==> src/adchw_pkg.sv <==
// How it works
// - enable bit set from stop moves the sequencer into trigger standby
// - select mode: trigger in standby converts the selected channel, sets running bit
// - select one-shot: finished conversion writes result pair, pulses conversion-end request
// - select one-shot: running bit clears itself after conversion ends
// - select mode: trigger during conversion aborts it and restarts
// - select mode: a channel select write with byte lane 0 strobed during conversion restarts on new input
// - select mode: writing running bit 1 during conversion restarts it
// - clearing running bit with enable bit kept set during conversion aborts it, back to trigger standby
// - triggers are ignored while the enable bit is zero
// - scan mode: trigger converts slots zero to three in order, sets running bit
// - scan mode: every channel conversion writes result pair and pulses request
// - scan sequential: after four channels conversion continues without a trigger
// - scan mode: trigger during conversion restarts the group from slot zero
// - scan mode: channel select write during conversion restarts new group slot zero
// - scan mode: writing running bit 1 during conversion restarts the conversion
package adchw_pkg;

    // ****************************************
    // register map
    // ****************************************
    localparam logic [7:0] OFF_MODE = 8'h00;
    localparam logic [7:0] OFF_CHSEL = 8'h04;
    localparam logic [7:0] OFF_RESULT = 8'h08;
    localparam logic [7:0] OFF_RESULT_HI = 8'h0C;
    localparam logic [7:0] OFF_IRQ_STAT = 8'h10;
    localparam logic [7:0] OFF_IRQ_MASK = 8'h14;
    localparam logic [7:0] OFF_STATUS = 8'h18;

    // ****************************************
    // field positions and reset values
    // ****************************************
    localparam int MODE_ENABLE_BIT = 0;
    localparam int MODE_RUNNING_BIT = 1;
    localparam int MODE_SCAN_BIT = 2;
    localparam int IRQ_CONV_END_BIT = 0;
    localparam int RES_HI_SHIFT = 2;
    localparam logic [3:0] CHSEL_RESET = 4'h0;
    localparam logic IRQ_MASK_RESET = 1'b0;

    // ****************************************
    // widths and timing
    // ****************************************
    localparam int CH_W = 4;
    localparam int RES_W = 10;
    localparam int SLOT_W = 2;
    localparam logic [1:0] SLOT_LAST = 2'h3;
    localparam int CLK_PERIOD_NS = 100;
    localparam int CONV_TIME_NS = 2000;
    localparam int CONV_CYCLES = (CONV_TIME_NS + CLK_PERIOD_NS - 1) / CLK_PERIOD_NS;

    localparam logic [1:0] RESP_OKAY = 2'h0;
    localparam logic [1:0] RESP_SLVERR = 2'h2;

    // ****************************************
    // types
    // ****************************************
    typedef struct packed {
        logic scan;
        logic running;
        logic enable;
    } adchw_mode_s;

    typedef enum logic [2:0] {
        ST_STOP = 3'b001,
        ST_STANDBY = 3'b010,
        ST_CONV = 3'b100
    } adchw_state_e;

endpackage : adchw_pkg

==> src/adchw_seq.sv <==
// Design decisions made here: the address map and register access over AXI4-Lite.
`timescale 1ns/1ps
`default_nettype none
module adchw_seq #(
    parameter int CONV_CYCLES = adchw_pkg::CONV_CYCLES
) (
    // clock and reset
    input wire logic aclk,
    input wire logic aresetn,
    // axi4-lite write address
    input wire logic awvalid,
    output logic awready,
    input wire logic [7:0] awaddr,
    input wire logic [2:0] awprot,
    // axi4-lite write data
    input wire logic wvalid,
    output logic wready,
    input wire logic [31:0] wdata,
    input wire logic [3:0] wstrb,
    // axi4-lite write response
    output logic bvalid,
    input wire logic bready,
    output logic [1:0] bresp,
    // axi4-lite read address
    input wire logic arvalid,
    output logic arready,
    input wire logic [7:0] araddr,
    input wire logic [2:0] arprot,
    // axi4-lite read data
    output logic rvalid,
    input wire logic rready,
    output logic [31:0] rdata,
    output logic [1:0] rresp,
    // trigger and converter front end
    input wire logic hw_trigger,
    input wire logic [adchw_pkg::RES_W-1:0] adc_sample,
    output logic [adchw_pkg::CH_W-1:0] adc_channel,
    output logic adc_busy,
    // interrupts
    output logic conv_end_irq,
    output logic irq
);

    // ****************************************
    // write channel capture
    // ****************************************
    logic aw_hold;
    logic w_hold;
    logic [7:0] wr_addr;
    logic [31:0] wr_data;
    logic [3:0] wr_strb;

    wire aw_hs = awvalid && awready;
    wire w_hs = wvalid && wready;
    wire b_hs = bvalid && bready;
    wire wr_fire = aw_hold && w_hold && !bvalid;

    always_ff @(posedge aclk) begin
        if (!aresetn) begin
            aw_hold <= 1'b0;
            awready <= 1'b1;
            wr_addr <= 8'h00;
        end else if (aw_hs) begin
            aw_hold <= 1'b1;
            awready <= 1'b0;
            wr_addr <= awaddr;
        end else if (b_hs) begin
            aw_hold <= 1'b0;
            awready <= 1'b1;
        end
    end

    always_ff @(posedge aclk) begin
        if (!aresetn) begin
            w_hold <= 1'b0;
            wready <= 1'b1;
            wr_data <= 32'h00000000;
            wr_strb <= 4'h0;
        end else if (w_hs) begin
            w_hold <= 1'b1;
            wready <= 1'b0;
            wr_data <= wdata;
            wr_strb <= wstrb;
        end else if (b_hs) begin
            w_hold <= 1'b0;
            wready <= 1'b1;
        end
    end

    // ****************************************
    // write decode
    // ****************************************
    wire wr_known = (wr_addr == adchw_pkg::OFF_MODE) || (wr_addr == adchw_pkg::OFF_CHSEL)
        || (wr_addr == adchw_pkg::OFF_RESULT) || (wr_addr == adchw_pkg::OFF_RESULT_HI)
        || (wr_addr == adchw_pkg::OFF_IRQ_STAT) || (wr_addr == adchw_pkg::OFF_IRQ_MASK)
        || (wr_addr == adchw_pkg::OFF_STATUS);
    wire wr_lo = wr_fire && wr_strb[0];
    wire wr_mode = wr_lo && (wr_addr == adchw_pkg::OFF_MODE);
    wire wr_chsel = wr_lo && (wr_addr == adchw_pkg::OFF_CHSEL);
    wire wr_stat = wr_lo && (wr_addr == adchw_pkg::OFF_IRQ_STAT);
    wire wr_mask = wr_lo && (wr_addr == adchw_pkg::OFF_IRQ_MASK);
    wire wd_enable = wr_data[adchw_pkg::MODE_ENABLE_BIT];
    wire wd_running = wr_data[adchw_pkg::MODE_RUNNING_BIT];
    wire wd_scan = wr_data[adchw_pkg::MODE_SCAN_BIT];

    always_ff @(posedge aclk) begin
        if (!aresetn) begin
            bvalid <= 1'b0;
            bresp <= adchw_pkg::RESP_OKAY;
        end else if (wr_fire) begin
            bvalid <= 1'b1;
            bresp <= wr_known ? adchw_pkg::RESP_OKAY : adchw_pkg::RESP_SLVERR;
        end else if (b_hs) begin
            bvalid <= 1'b0;
        end
    end

    // ****************************************
    // sequencer state
    // ****************************************
    adchw_pkg::adchw_state_e state;
    adchw_pkg::adchw_state_e next_state;
    adchw_pkg::adchw_mode_s mode;
    logic [adchw_pkg::CH_W-1:0] chsel;
    logic [adchw_pkg::SLOT_W-1:0] slot;
    logic [adchw_pkg::SLOT_W-1:0] next_slot;
    logic [adchw_pkg::RES_W-1:0] result;
    logic [adchw_pkg::CH_W-1:0] result_ch;
    logic stat;
    logic mask;
    logic start_conv;
    logic abort_conv;
    logic accept_done;
    logic timer_busy;
    logic timer_done;

    wire in_conv = (state == adchw_pkg::ST_CONV);
    wire next_enable = wr_mode ? wd_enable : mode.enable;
    wire next_scan = wr_mode ? wd_scan : mode.scan;
    wire [adchw_pkg::CH_W-1:0] next_chsel = wr_chsel ? wr_data[adchw_pkg::CH_W-1:0] : chsel;
    wire trig = hw_trigger && mode.enable;
    wire sw_restart = wr_mode && wd_running && in_conv;
    wire sw_stop = wr_mode && !wd_running && in_conv;
    wire restart = trig || wr_chsel || sw_restart;

    always_comb begin
        next_state = state;
        next_slot = slot;
        start_conv = 1'b0;
        abort_conv = 1'b0;
        accept_done = 1'b0;
        case (state)
            adchw_pkg::ST_STOP: begin
                if (mode.enable) begin
                    next_state = adchw_pkg::ST_STANDBY;
                end
            end
            adchw_pkg::ST_STANDBY: begin
                if (!mode.enable) begin
                    next_state = adchw_pkg::ST_STOP;
                end else if (trig) begin
                    next_state = adchw_pkg::ST_CONV;
                    next_slot = '0;
                    start_conv = 1'b1;
                end
            end
            adchw_pkg::ST_CONV: begin
                if (!next_enable) begin
                    next_state = adchw_pkg::ST_STOP;
                    abort_conv = 1'b1;
                end else if (sw_stop) begin
                    next_state = adchw_pkg::ST_STANDBY;
                    abort_conv = 1'b1;
                end else if (restart) begin
                    next_slot = '0;
                    start_conv = 1'b1;
                end else if (timer_done) begin
                    accept_done = 1'b1;
                    if (!mode.scan) begin
                        next_state = adchw_pkg::ST_STANDBY;
                    end else begin
                        next_slot = (slot == adchw_pkg::SLOT_LAST) ? '0 : slot + 2'h1;
                        start_conv = 1'b1;
                    end
                end
            end
            default: begin
                next_state = adchw_pkg::ST_STOP;
                abort_conv = 1'b1;
            end
        endcase
    end

    // scan slots follow the select value upward, wrapping in the channel field
    wire [adchw_pkg::CH_W-1:0] next_channel = next_scan
        ? next_chsel + adchw_pkg::CH_W'(next_slot) : next_chsel;

    always_ff @(posedge aclk) begin
        if (!aresetn) begin
            state <= adchw_pkg::ST_STOP;
            slot <= '0;
            adc_channel <= adchw_pkg::CHSEL_RESET;
        end else begin
            state <= next_state;
            slot <= next_slot;
            adc_channel <= next_channel;
        end
    end

    always_ff @(posedge aclk) begin
        if (!aresetn) begin
            mode <= '0;
            chsel <= adchw_pkg::CHSEL_RESET;
        end else begin
            mode.enable <= next_enable;
            mode.scan <= next_scan;
            mode.running <= (next_state == adchw_pkg::ST_CONV);
            chsel <= next_chsel;
        end
    end

    // ****************************************
    // conversion timing
    // ****************************************
    adchw_timer #(
        .CYCLES(CONV_CYCLES)
    ) u_timer (
        .aclk(aclk),
        .aresetn(aresetn),
        .start(start_conv),
        .abort(abort_conv),
        .busy(timer_busy),
        .done(timer_done)
    );

    // ****************************************
    // results and interrupts
    // ****************************************
    wire next_stat = (stat && !(wr_stat && wr_data[adchw_pkg::IRQ_CONV_END_BIT])) || accept_done;
    wire next_mask = wr_mask ? wr_data[adchw_pkg::IRQ_CONV_END_BIT] : mask;

    always_ff @(posedge aclk) begin
        if (!aresetn) begin
            result <= '0;
            result_ch <= '0;
            conv_end_irq <= 1'b0;
            stat <= 1'b0;
            mask <= adchw_pkg::IRQ_MASK_RESET;
            irq <= 1'b0;
            adc_busy <= 1'b0;
        end else begin
            if (accept_done) begin
                result <= adc_sample;
                result_ch <= adc_channel;
            end
            conv_end_irq <= accept_done;
            stat <= next_stat;
            mask <= next_mask;
            irq <= next_stat && next_mask;
            adc_busy <= (timer_busy || start_conv) && !abort_conv;
        end
    end

    // ****************************************
    // read channel
    // ****************************************
    wire ar_hs = arvalid && arready;
    wire r_hs = rvalid && rready;
    logic [31:0] rd_mux;
    logic rd_known;

    always_comb begin
        rd_mux = 32'h00000000;
        rd_known = 1'b1;
        case (araddr)
            adchw_pkg::OFF_MODE: rd_mux = 32'(mode);
            adchw_pkg::OFF_CHSEL: rd_mux = 32'(chsel);
            adchw_pkg::OFF_RESULT: rd_mux = 32'(result);
            adchw_pkg::OFF_RESULT_HI: rd_mux = 32'(result >> adchw_pkg::RES_HI_SHIFT);
            adchw_pkg::OFF_IRQ_STAT: rd_mux = 32'(stat);
            adchw_pkg::OFF_IRQ_MASK: rd_mux = 32'(mask);
            adchw_pkg::OFF_STATUS: rd_mux = {22'h000000, result_ch, 1'b0, slot, state};
            default: rd_known = 1'b0;
        endcase
    end

    always_ff @(posedge aclk) begin
        if (!aresetn) begin
            arready <= 1'b1;
            rvalid <= 1'b0;
            rdata <= 32'h00000000;
            rresp <= adchw_pkg::RESP_OKAY;
        end else if (ar_hs) begin
            arready <= 1'b0;
            rvalid <= 1'b1;
            rdata <= rd_mux;
            rresp <= rd_known ? adchw_pkg::RESP_OKAY : adchw_pkg::RESP_SLVERR;
        end else if (r_hs) begin
            arready <= 1'b1;
            rvalid <= 1'b0;
        end
    end

endmodule : adchw_seq
`default_nettype wire

==> src/adchw_timer.sv <==
`timescale 1ns/1ps
`default_nettype none
module adchw_timer #(
    parameter int CYCLES = adchw_pkg::CONV_CYCLES
) (
    // clock and reset
    input wire logic aclk,
    input wire logic aresetn,
    // control
    input wire logic start,
    input wire logic abort,
    // status
    output logic busy,
    output logic done
);

    logic [15:0] cnt;
    wire last = (cnt == 16'(CYCLES - 1));

    always_ff @(posedge aclk) begin
        if (!aresetn) begin
            cnt <= 16'h0000;
            busy <= 1'b0;
            done <= 1'b0;
        end else if (abort) begin
            cnt <= 16'h0000;
            busy <= 1'b0;
            done <= 1'b0;
        end else if (start) begin
            cnt <= 16'h0000;
            busy <= 1'b1;
            done <= 1'b0;
        end else begin
            cnt <= (busy && !last) ? cnt + 16'h0001 : 16'h0000;
            busy <= busy && !last;
            done <= busy && last;
        end
    end

endmodule : adchw_timer
`default_nettype wire
==> config.mk <==
export PLATFORM = sky130hd
export DESIGN_NAME = adchw_seq
export DESIGN_NICKNAME = d
export VERILOG_FILES = /design/src/adchw_pkg.sv /design/src/adchw_seq.sv /design/src/adchw_timer.sv
export SDC_FILE = /design/constraint.sdc
export NUM_CORES = 1
export LEC_CHECK = 0
export BUFFER_PORTS_ARGS = -buffer_cell sky130_fd_sc_hd__buf_2
export CORE_MARGIN = 10
export CORE_UTILIZATION = 55
export CTS_CLUSTER_SIZE = 28
export DETAILED_ROUTE_END_ITERATION = 16
export HOLD_SLACK_MARGIN = 0.06
export PLACE_DENSITY = 0.95
export SLEW_MARGIN = 20
export SYNTH_ARGS = -nofsm -noshare
export SYNTH_HDL_FRONTEND = slang
export SYNTH_SLANG_ARGS = --single-unit
==> constraint.sdc <==
create_clock -name aclk -period 5 [get_ports aclk]
set_clock_uncertainty 0.2 [all_clocks]
set_input_delay 0.25 -clock aclk [delete_from_list [all_inputs] [get_ports aclk]]
set_output_delay 0.25 -clock aclk [all_outputs]
set_load 0.02 [all_outputs]
==> results of run 1 <==
## kinds of logic after synthesis
logic type	synth area share (%)
AOI/OAI and AO/OA	13.46
DFF	42.26
muxes	6.774
buffers and inverters	8.017
adders and majority gates	1.430
other	0.09314
xor gates and xnor gates	3.263
and+or+nand+nor	24.71
## cells in the mapped netlist (all sizes together), types with 3 or more instances
cell	number	share of area, %
a21oi	26	3.2
a22o	3	0.65
a22oi	6	1.1
and2	6	0.93
and3	6	1.1
buf	31	6.1
clkbuf	11	1.0
dfxtp	85	42
ha	3	0.93
inv	10	0.93
mux2i	25	6.2
nand2	52	4.8
nand2b	4	0.62
nand3	10	1.2
nand3b	4	0.84
nand4	9	1.4
nand4b	3	0.65
nor2	30	2.8
nor2b	7	1.1
nor3	22	2.7
nor3b	3	0.56
nor4	9	1.9
nor4b	5	1.2
o21a	3	0.56
o21ai	17	2.4
o22ai	4	0.62
or4b	3	0.75
xor2	13	2.8
## worst max-delay path, cell delays in order (launching register included)
cell	delay (ns)
dfxtp_1	0.41
or3b_2	0.57
nor3b_1	0.27
or4b_2	0.63
nand2_1	0.10
ha_1	0.18
inv_1	0.06
fa_1	0.41
o22ai_1	0.16
nor2_1	0.06
a211o_1	0.29
a311oi_1	0.27
## how the worst max path moves through the flow
stage	cells after the start	to	from
2_1_floorplan	12	adc_channel[2]	state[1]
3_3_place_gp	11	adc_channel[2]	state[1]
3_5_place_dp	11	adc_channel[2]	state[2]
4_1_cts	11	adc_channel[2]	state[2]
5_1_grt	10	adc_channel[2]	wr_addr[0]
6_report	11	adc_channel[2]	state[2]
## sequential cells by signal, indices dropped and copies added, names as in the netlist, 2 cells and up
signal / flops
u_timer.cnt: 16
rdata: 10
result: 10
wr_addr: 8
adc_channel: 4
chsel: 4
result_ch: 4
wr_data: 4
mode: 3
state: 3
slot: 2
## layout by cell type (no fill, tap or decap), drive strengths merged, types with 4 or more instances in the layout
cell type and instances:
and2 6, nor2 30, nand4 9, inv 13, nor4b 5, a21oi 26
nand2b 4, buf 63, conb 24, nor3 22, clkbuf 9, nor2b 7
nand3b 4, dfxtp 85, a22oi 6, xor2 13, dlygate4sd3 26, nand2 52
mux2i 25, o22ai 4, o21ai 17, nor4 9, nand3 10, and3 6
## metal layers
metal  part of all wire (%)  wire length, um  vias to the layer above  track usage, %
met3                    9.2              940                       26           5.847
met2                     49             4996                      175           30.84
met5                      0                0                        -               0
met1                     39             4024                     1663           20.35
li1                       -                -                     1722               -
met4                    2.6              269                        0           8.124
## what timing repair did
| action | CTS | global route |
|---|---|---|
| endpoints found under the hold margin | 30 | 0 |
| gates resized for setup | 0 | 0 |
| hold buffers | 26 | 0 |
## per-stage QoR
step                      std cells  hold slack (ns)  area, sq um  setup WS [ns]  total power, mW
final                           633          0.07635         4758          1.289            1.369
after global routing            633          0.08655         4758          1.127            1.419
after CTS                       633          0.06127         4758          1.318            1.372
after detailed placement        591           0.2428         4269          1.358           0.8080
after global placement          591           0.2308         4269          1.462           0.8047
after floorplan                 471           0.1860         4113          1.604           0.7893
## report_power, final
part | switching, mW | internal [mW] | leakage, nW
clock | 0.269 | 0.289 | 0.112
combinational | 0.0660 | 0.0430 | 1.20
sequential | 0.0133 | 0.688 | 0.689
total | 0.348 | 1.02 | 2.00
## area by class of cell
| type | count | area (sq um) |
|---|---|---|
| Timing Repair Buffer | 89 | 578.1 |
| Sequential cell | 85 | 1702 |
| Multi-Input combinational cell | 334 | 2088 |
| Fill cell | 571 | 2417 |
| Clock buffer | 9 | 123.9 |
| Inverter | 10 | 37.54 |
| Clock inverter | 7 | 105.1 |
| Tap cell | 99 | 123.9 |
==> out/qor.yml, run 1 <==
hold_viol_final: 0
path_class: "register to register"
antenna_found_initial: 0
ys_ff_latch: 85
full_die_area_sq_mm: 0.01114
final_util_pct: 66.31
syn2layout_area_growth_pct: 18.18
timing.hold.worst_path_depth: 3
cell_depth_of_the_worst_flop_to_flop_path: 11
tns_ns: 0
ant_nets_after_route: 0
synth_area_per_cell_sq_um: 8.987
timing.final.crit_share_pct: 74.22
worstReg2RegEnd: "adc_channel[2]"
initial_core_util_pct: 56.11
antenna_cells_inserted: 0
rsz_0062_raised_after_global_routing: "no"
worst_ep_required_time_ns: 5.05
hold_path.class: "input pin to register"
power.density_mw_per_mm2: 287.7
critical_path.reg2reg.startpoint: "state[2]"
leakage_nw: 1.996
worst-slew-pin-transition_ns: 1.044
cap_viol_max_count: 0
cts_htree_levels: 3
grt_first_pass_wirelength_um: 16910
globalRouteOverflowTotal: 0
numPortBuffers: 62
ys_dominant_reg_cell: "dfxtp_1"
insertion_delay_of_the_later_clocked_pin_in_the_worst_skew_pair_ns: 0.36
drt-wirelength-per-cell_um: 16.16
final_net_count: 609
crit_path_end_kind: "register"
outcome: "complete, no violations"
hp-start: "araddr[6]"
postSynth.asyncResetShare_pct: 0
sequential_fraction_of_the_synthesis_area_pct: 42.26
hold-path-endpoint: "rresp[1]"
setup_violations: 0
dp.final_hpwl_um: 7283
cts_root_buf: "clkbuf_8"
synthCells: 448
grt_max_degree: 46
die_width_um: 105.6
critPathMaxFanout: 8
vdd_ir_drop_max_v: 0.0001524
placementRows: 31
first_global_vias: 3624
global_route.usage.total_pct: 18.14
drc_errors: 0
synth_enable_flop_cells: 0
post_route_cells_drive_above_1_share_pct: 17.23
cts_max_path_buffers: 2
post_layout_min_period_ns: 3.711
post_synth_instance_area_sq_mm: 0.004026
tritoncts_num_sinks: 85
reg2reg_setup_slack_ns: 1.29
io-pin-count: 124
core_region_area_sq_mm: 0.007176
synth.distinct_cells: 65
gp_congestion: 0.9147
vias_per_cell: 5.665
timing.slew.headroom_pct: 30.17
cts_setup_buffers: 0
synth-warning-count: 0
timing.critical_path.from_type: "register"
cts_bufs_inserted: 9
worstPathArrival_ns: 3.77
final_max_slew_viol_count: 0
detailedRoute.firstPassIterationCount: 5
initialDrtViolationCount: 226
finalWirelength_um: 10230
cts_tree: "built"
max_clock_freq_ghz: 0.2695
vias: 3586
cts.clk_slew.worst_paths_ns: 0.09
die_height_um: 105.6
Note: power is estimated with default switching activity, not from simulation.
==> run 2: changes to the inputs <==
- CORE_UTILIZATION: 55 -> 51
- PLACE_DENSITY: 0.95 -> 0.92
- clock period: 5 -> 3.6 ns (I/O delays scaled with it)
==> out/qor.yml, run 2 (synthesis results as in run 1) <==
initialDrtViolationCount: 316  # +40%
crit_path_end_kind: "register"
post_layout_min_period_ns: 3.470  # -0.2405 ns
vias_per_cell: 5.519  # -2.6%
full_die_area_sq_mm: 0.01185  # +6.3%
outcome: "complete, no violations"
drt-wirelength-per-cell_um: 15.70  # -2.9%
first_global_vias: 3485  # -3.8%
final_util_pct: 63.61  # -2.7 points
worst_ep_required_time_ns: 3.67  # -1.38 ns
cts_max_path_buffers: 2  # unchanged
final_max_slew_viol_count: 0  # unchanged
insertion_delay_of_the_later_clocked_pin_in_the_worst_skew_pair_ns: 0.37  # about the same
antenna_cells_inserted: 0  # unchanged
cap_viol_max_count: 0  # unchanged
ant_nets_after_route: 0  # unchanged
timing.hold.worst_path_depth: 4  # +1
power.density_mw_per_mm2: 361.2  # +26%
cts_htree_levels: 3  # unchanged
hold_path.class: "input pin to register"
antenna_found_initial: 0  # unchanged
n_fill_cell: 638  # +12%
global_route.usage.total_pct: 17.16  # -0.98 points
vdd_ir_drop_max_v: 0.0002350  # +54%
grt_first_pass_wirelength_um: 16470  # -2.6%
tritoncts_num_sinks: 85  # unchanged
syn2layout_area_growth_pct: 21.44
cts_root_buf: "clkbuf_8"
cts.clk_slew.worst_paths_ns: 0.09  # about the same
tns_ns: 0  # unchanged
cts_bufs_inserted: 9  # unchanged
dp.final_hpwl_um: 7283  # about the same
top_regs: "u_timer.cnt x16, rdata x10, result x10"
worstPathArrival_ns: 3.54  # -0.23 ns
cts_tree: "built"
cts_setup_buffers: 0  # unchanged
timing.critical_path.from_type: "register"
drc_errors: 0  # unchanged
globalRouteOverflowTotal: 0  # unchanged
numPortBuffers: 62  # unchanged
detailedRoute.firstPassIterationCount: 5  # unchanged
layout_common_cells: "dfxtp_1 (84), buf_2 (62), nand2_1 (52)"
core_region_area_sq_mm: 0.007687  # +7.1%
die_width_um: 108.9  # +3.1%
layout.cells.non_filler: 653  # +3.2%
final_net_count: 626  # +2.8%
vias: 3604  # +0.50%
leakage_nw: 2.068  # +3.6%
largest_reg_flops: 16  # unchanged
initial_core_util_pct: 52.38  # -3.7 points
io-pin-count: 124  # unchanged
finalWirelength_um: 10250  # +0.19%
fin_ws_ns: 0.1296  # -1.159 ns
grt_max_degree: 26  # -43%
timing.slew.headroom_pct: 38.96  # +8.8 points
cell_depth_of_the_worst_flop_to_flop_path: 10  # -1
setup_violations: 0  # unchanged
top_register: "u_timer.cnt"
rsz_0062_raised_after_global_routing: "no"
max_clock_freq_ghz: 0.2882  # +6.9%
hold_viol_final: 0  # unchanged
numPlacedInstances: 602  # +1.9%
path_class: "register to register"
final_common_cell: "dfxtp_1"
worst-slew-pin-transition_ns: 0.9131  # -0.1312 ns
timing.final.crit_share_pct: 96.40  # +22 points
reg2reg_setup_slack_ns: 0.13  # -1.16 ns
placementRows: 32  # +3.2%
post_route_cells_drive_above_1_share_pct: 18.87  # +1.6 points
pre_cts_slack_ns: 0.1287  # -1.230 ns
gp_congestion: 0.9133  # -0.15%
die_height_um: 108.9  # +3.1%
critPathMaxFanout: 6  # -2
## run 2: cell count changes in the layout (fill, tap and decap cells not counted), moves of 2 or more
cell and change:
clkinv_4 +2, buf_4 +8, bufinv_16 -2, dlygate4sd3_1 +9
## run 2: final timing paths
kind | from | to
max | wr_addr[0] | adc_channel[1]
min | awvalid | wr_addr[5]
max reg2reg | wr_addr[0] | adc_channel[1]
min reg2reg | rdata[0] | rdata[0]
## run 2: per-stage QoR
stage | total power [mW] | hold slack (ns) | cell area, sq um
after detailed placement | 1.125 | 0.2197 | 4333
after floorplan | 1.096 | 0.1160 | 4113
after CTS | 1.772 | 0.06390 | 4868
final | 1.766 | 0.07891 | 4890
after global placement | 1.120 | 0.2154 | 4333
after global routing | 1.830 | 0.1204 | 4890
## run 2: layer usage
layer | track usage, % | part of all wire (%)
met2 | 29.83 | 49
met5 | 0 | 0
met1 | 19.45 | 41
met4 | 7.250 | 1.8
met3 | 4.602 | 7.6
## run 2: layout make-up
class | count | area (sq um) | area share (%)
Multi-Input combinational cell | 334 | 2108 | 43.12
Sequential cell | 85 | 1703 | 34.83
Timing Repair Buffer | 106 | 728.2 | 14.89
Clock buffer | 11 | 141.4 | 2.892
Tap cell | 102 | 127.6 | 2.610
Clock inverter | 5 | 43.79 | 0.8956
Inverter | 10 | 37.54 | 0.7677
## run 2: power breakdown
group,switching [mW],internal (mW)
sequential,0.0172,0.956
combinational,0.0960,0.0687
clock,0.350,0.278
## run 2: repair_timing
action,4_1_cts,5_1_grt
resized for setup,0,5
hold buffers,35,0
hold endpoints to repair,34,0
setup endpoints to repair,0,2
## run 2: critical path, cell delays in order, from the launching register on
cell      delay [ns]
dfxtp_1         0.38
or4b_1          0.57
or4_1           0.54
and3_4          0.23
o211ai_1        0.23
nand2_1         0.11
ha_1            0.23
inv_1           0.08
fa_2            0.42
nor2b_1         0.15
a211oi_1        0.26
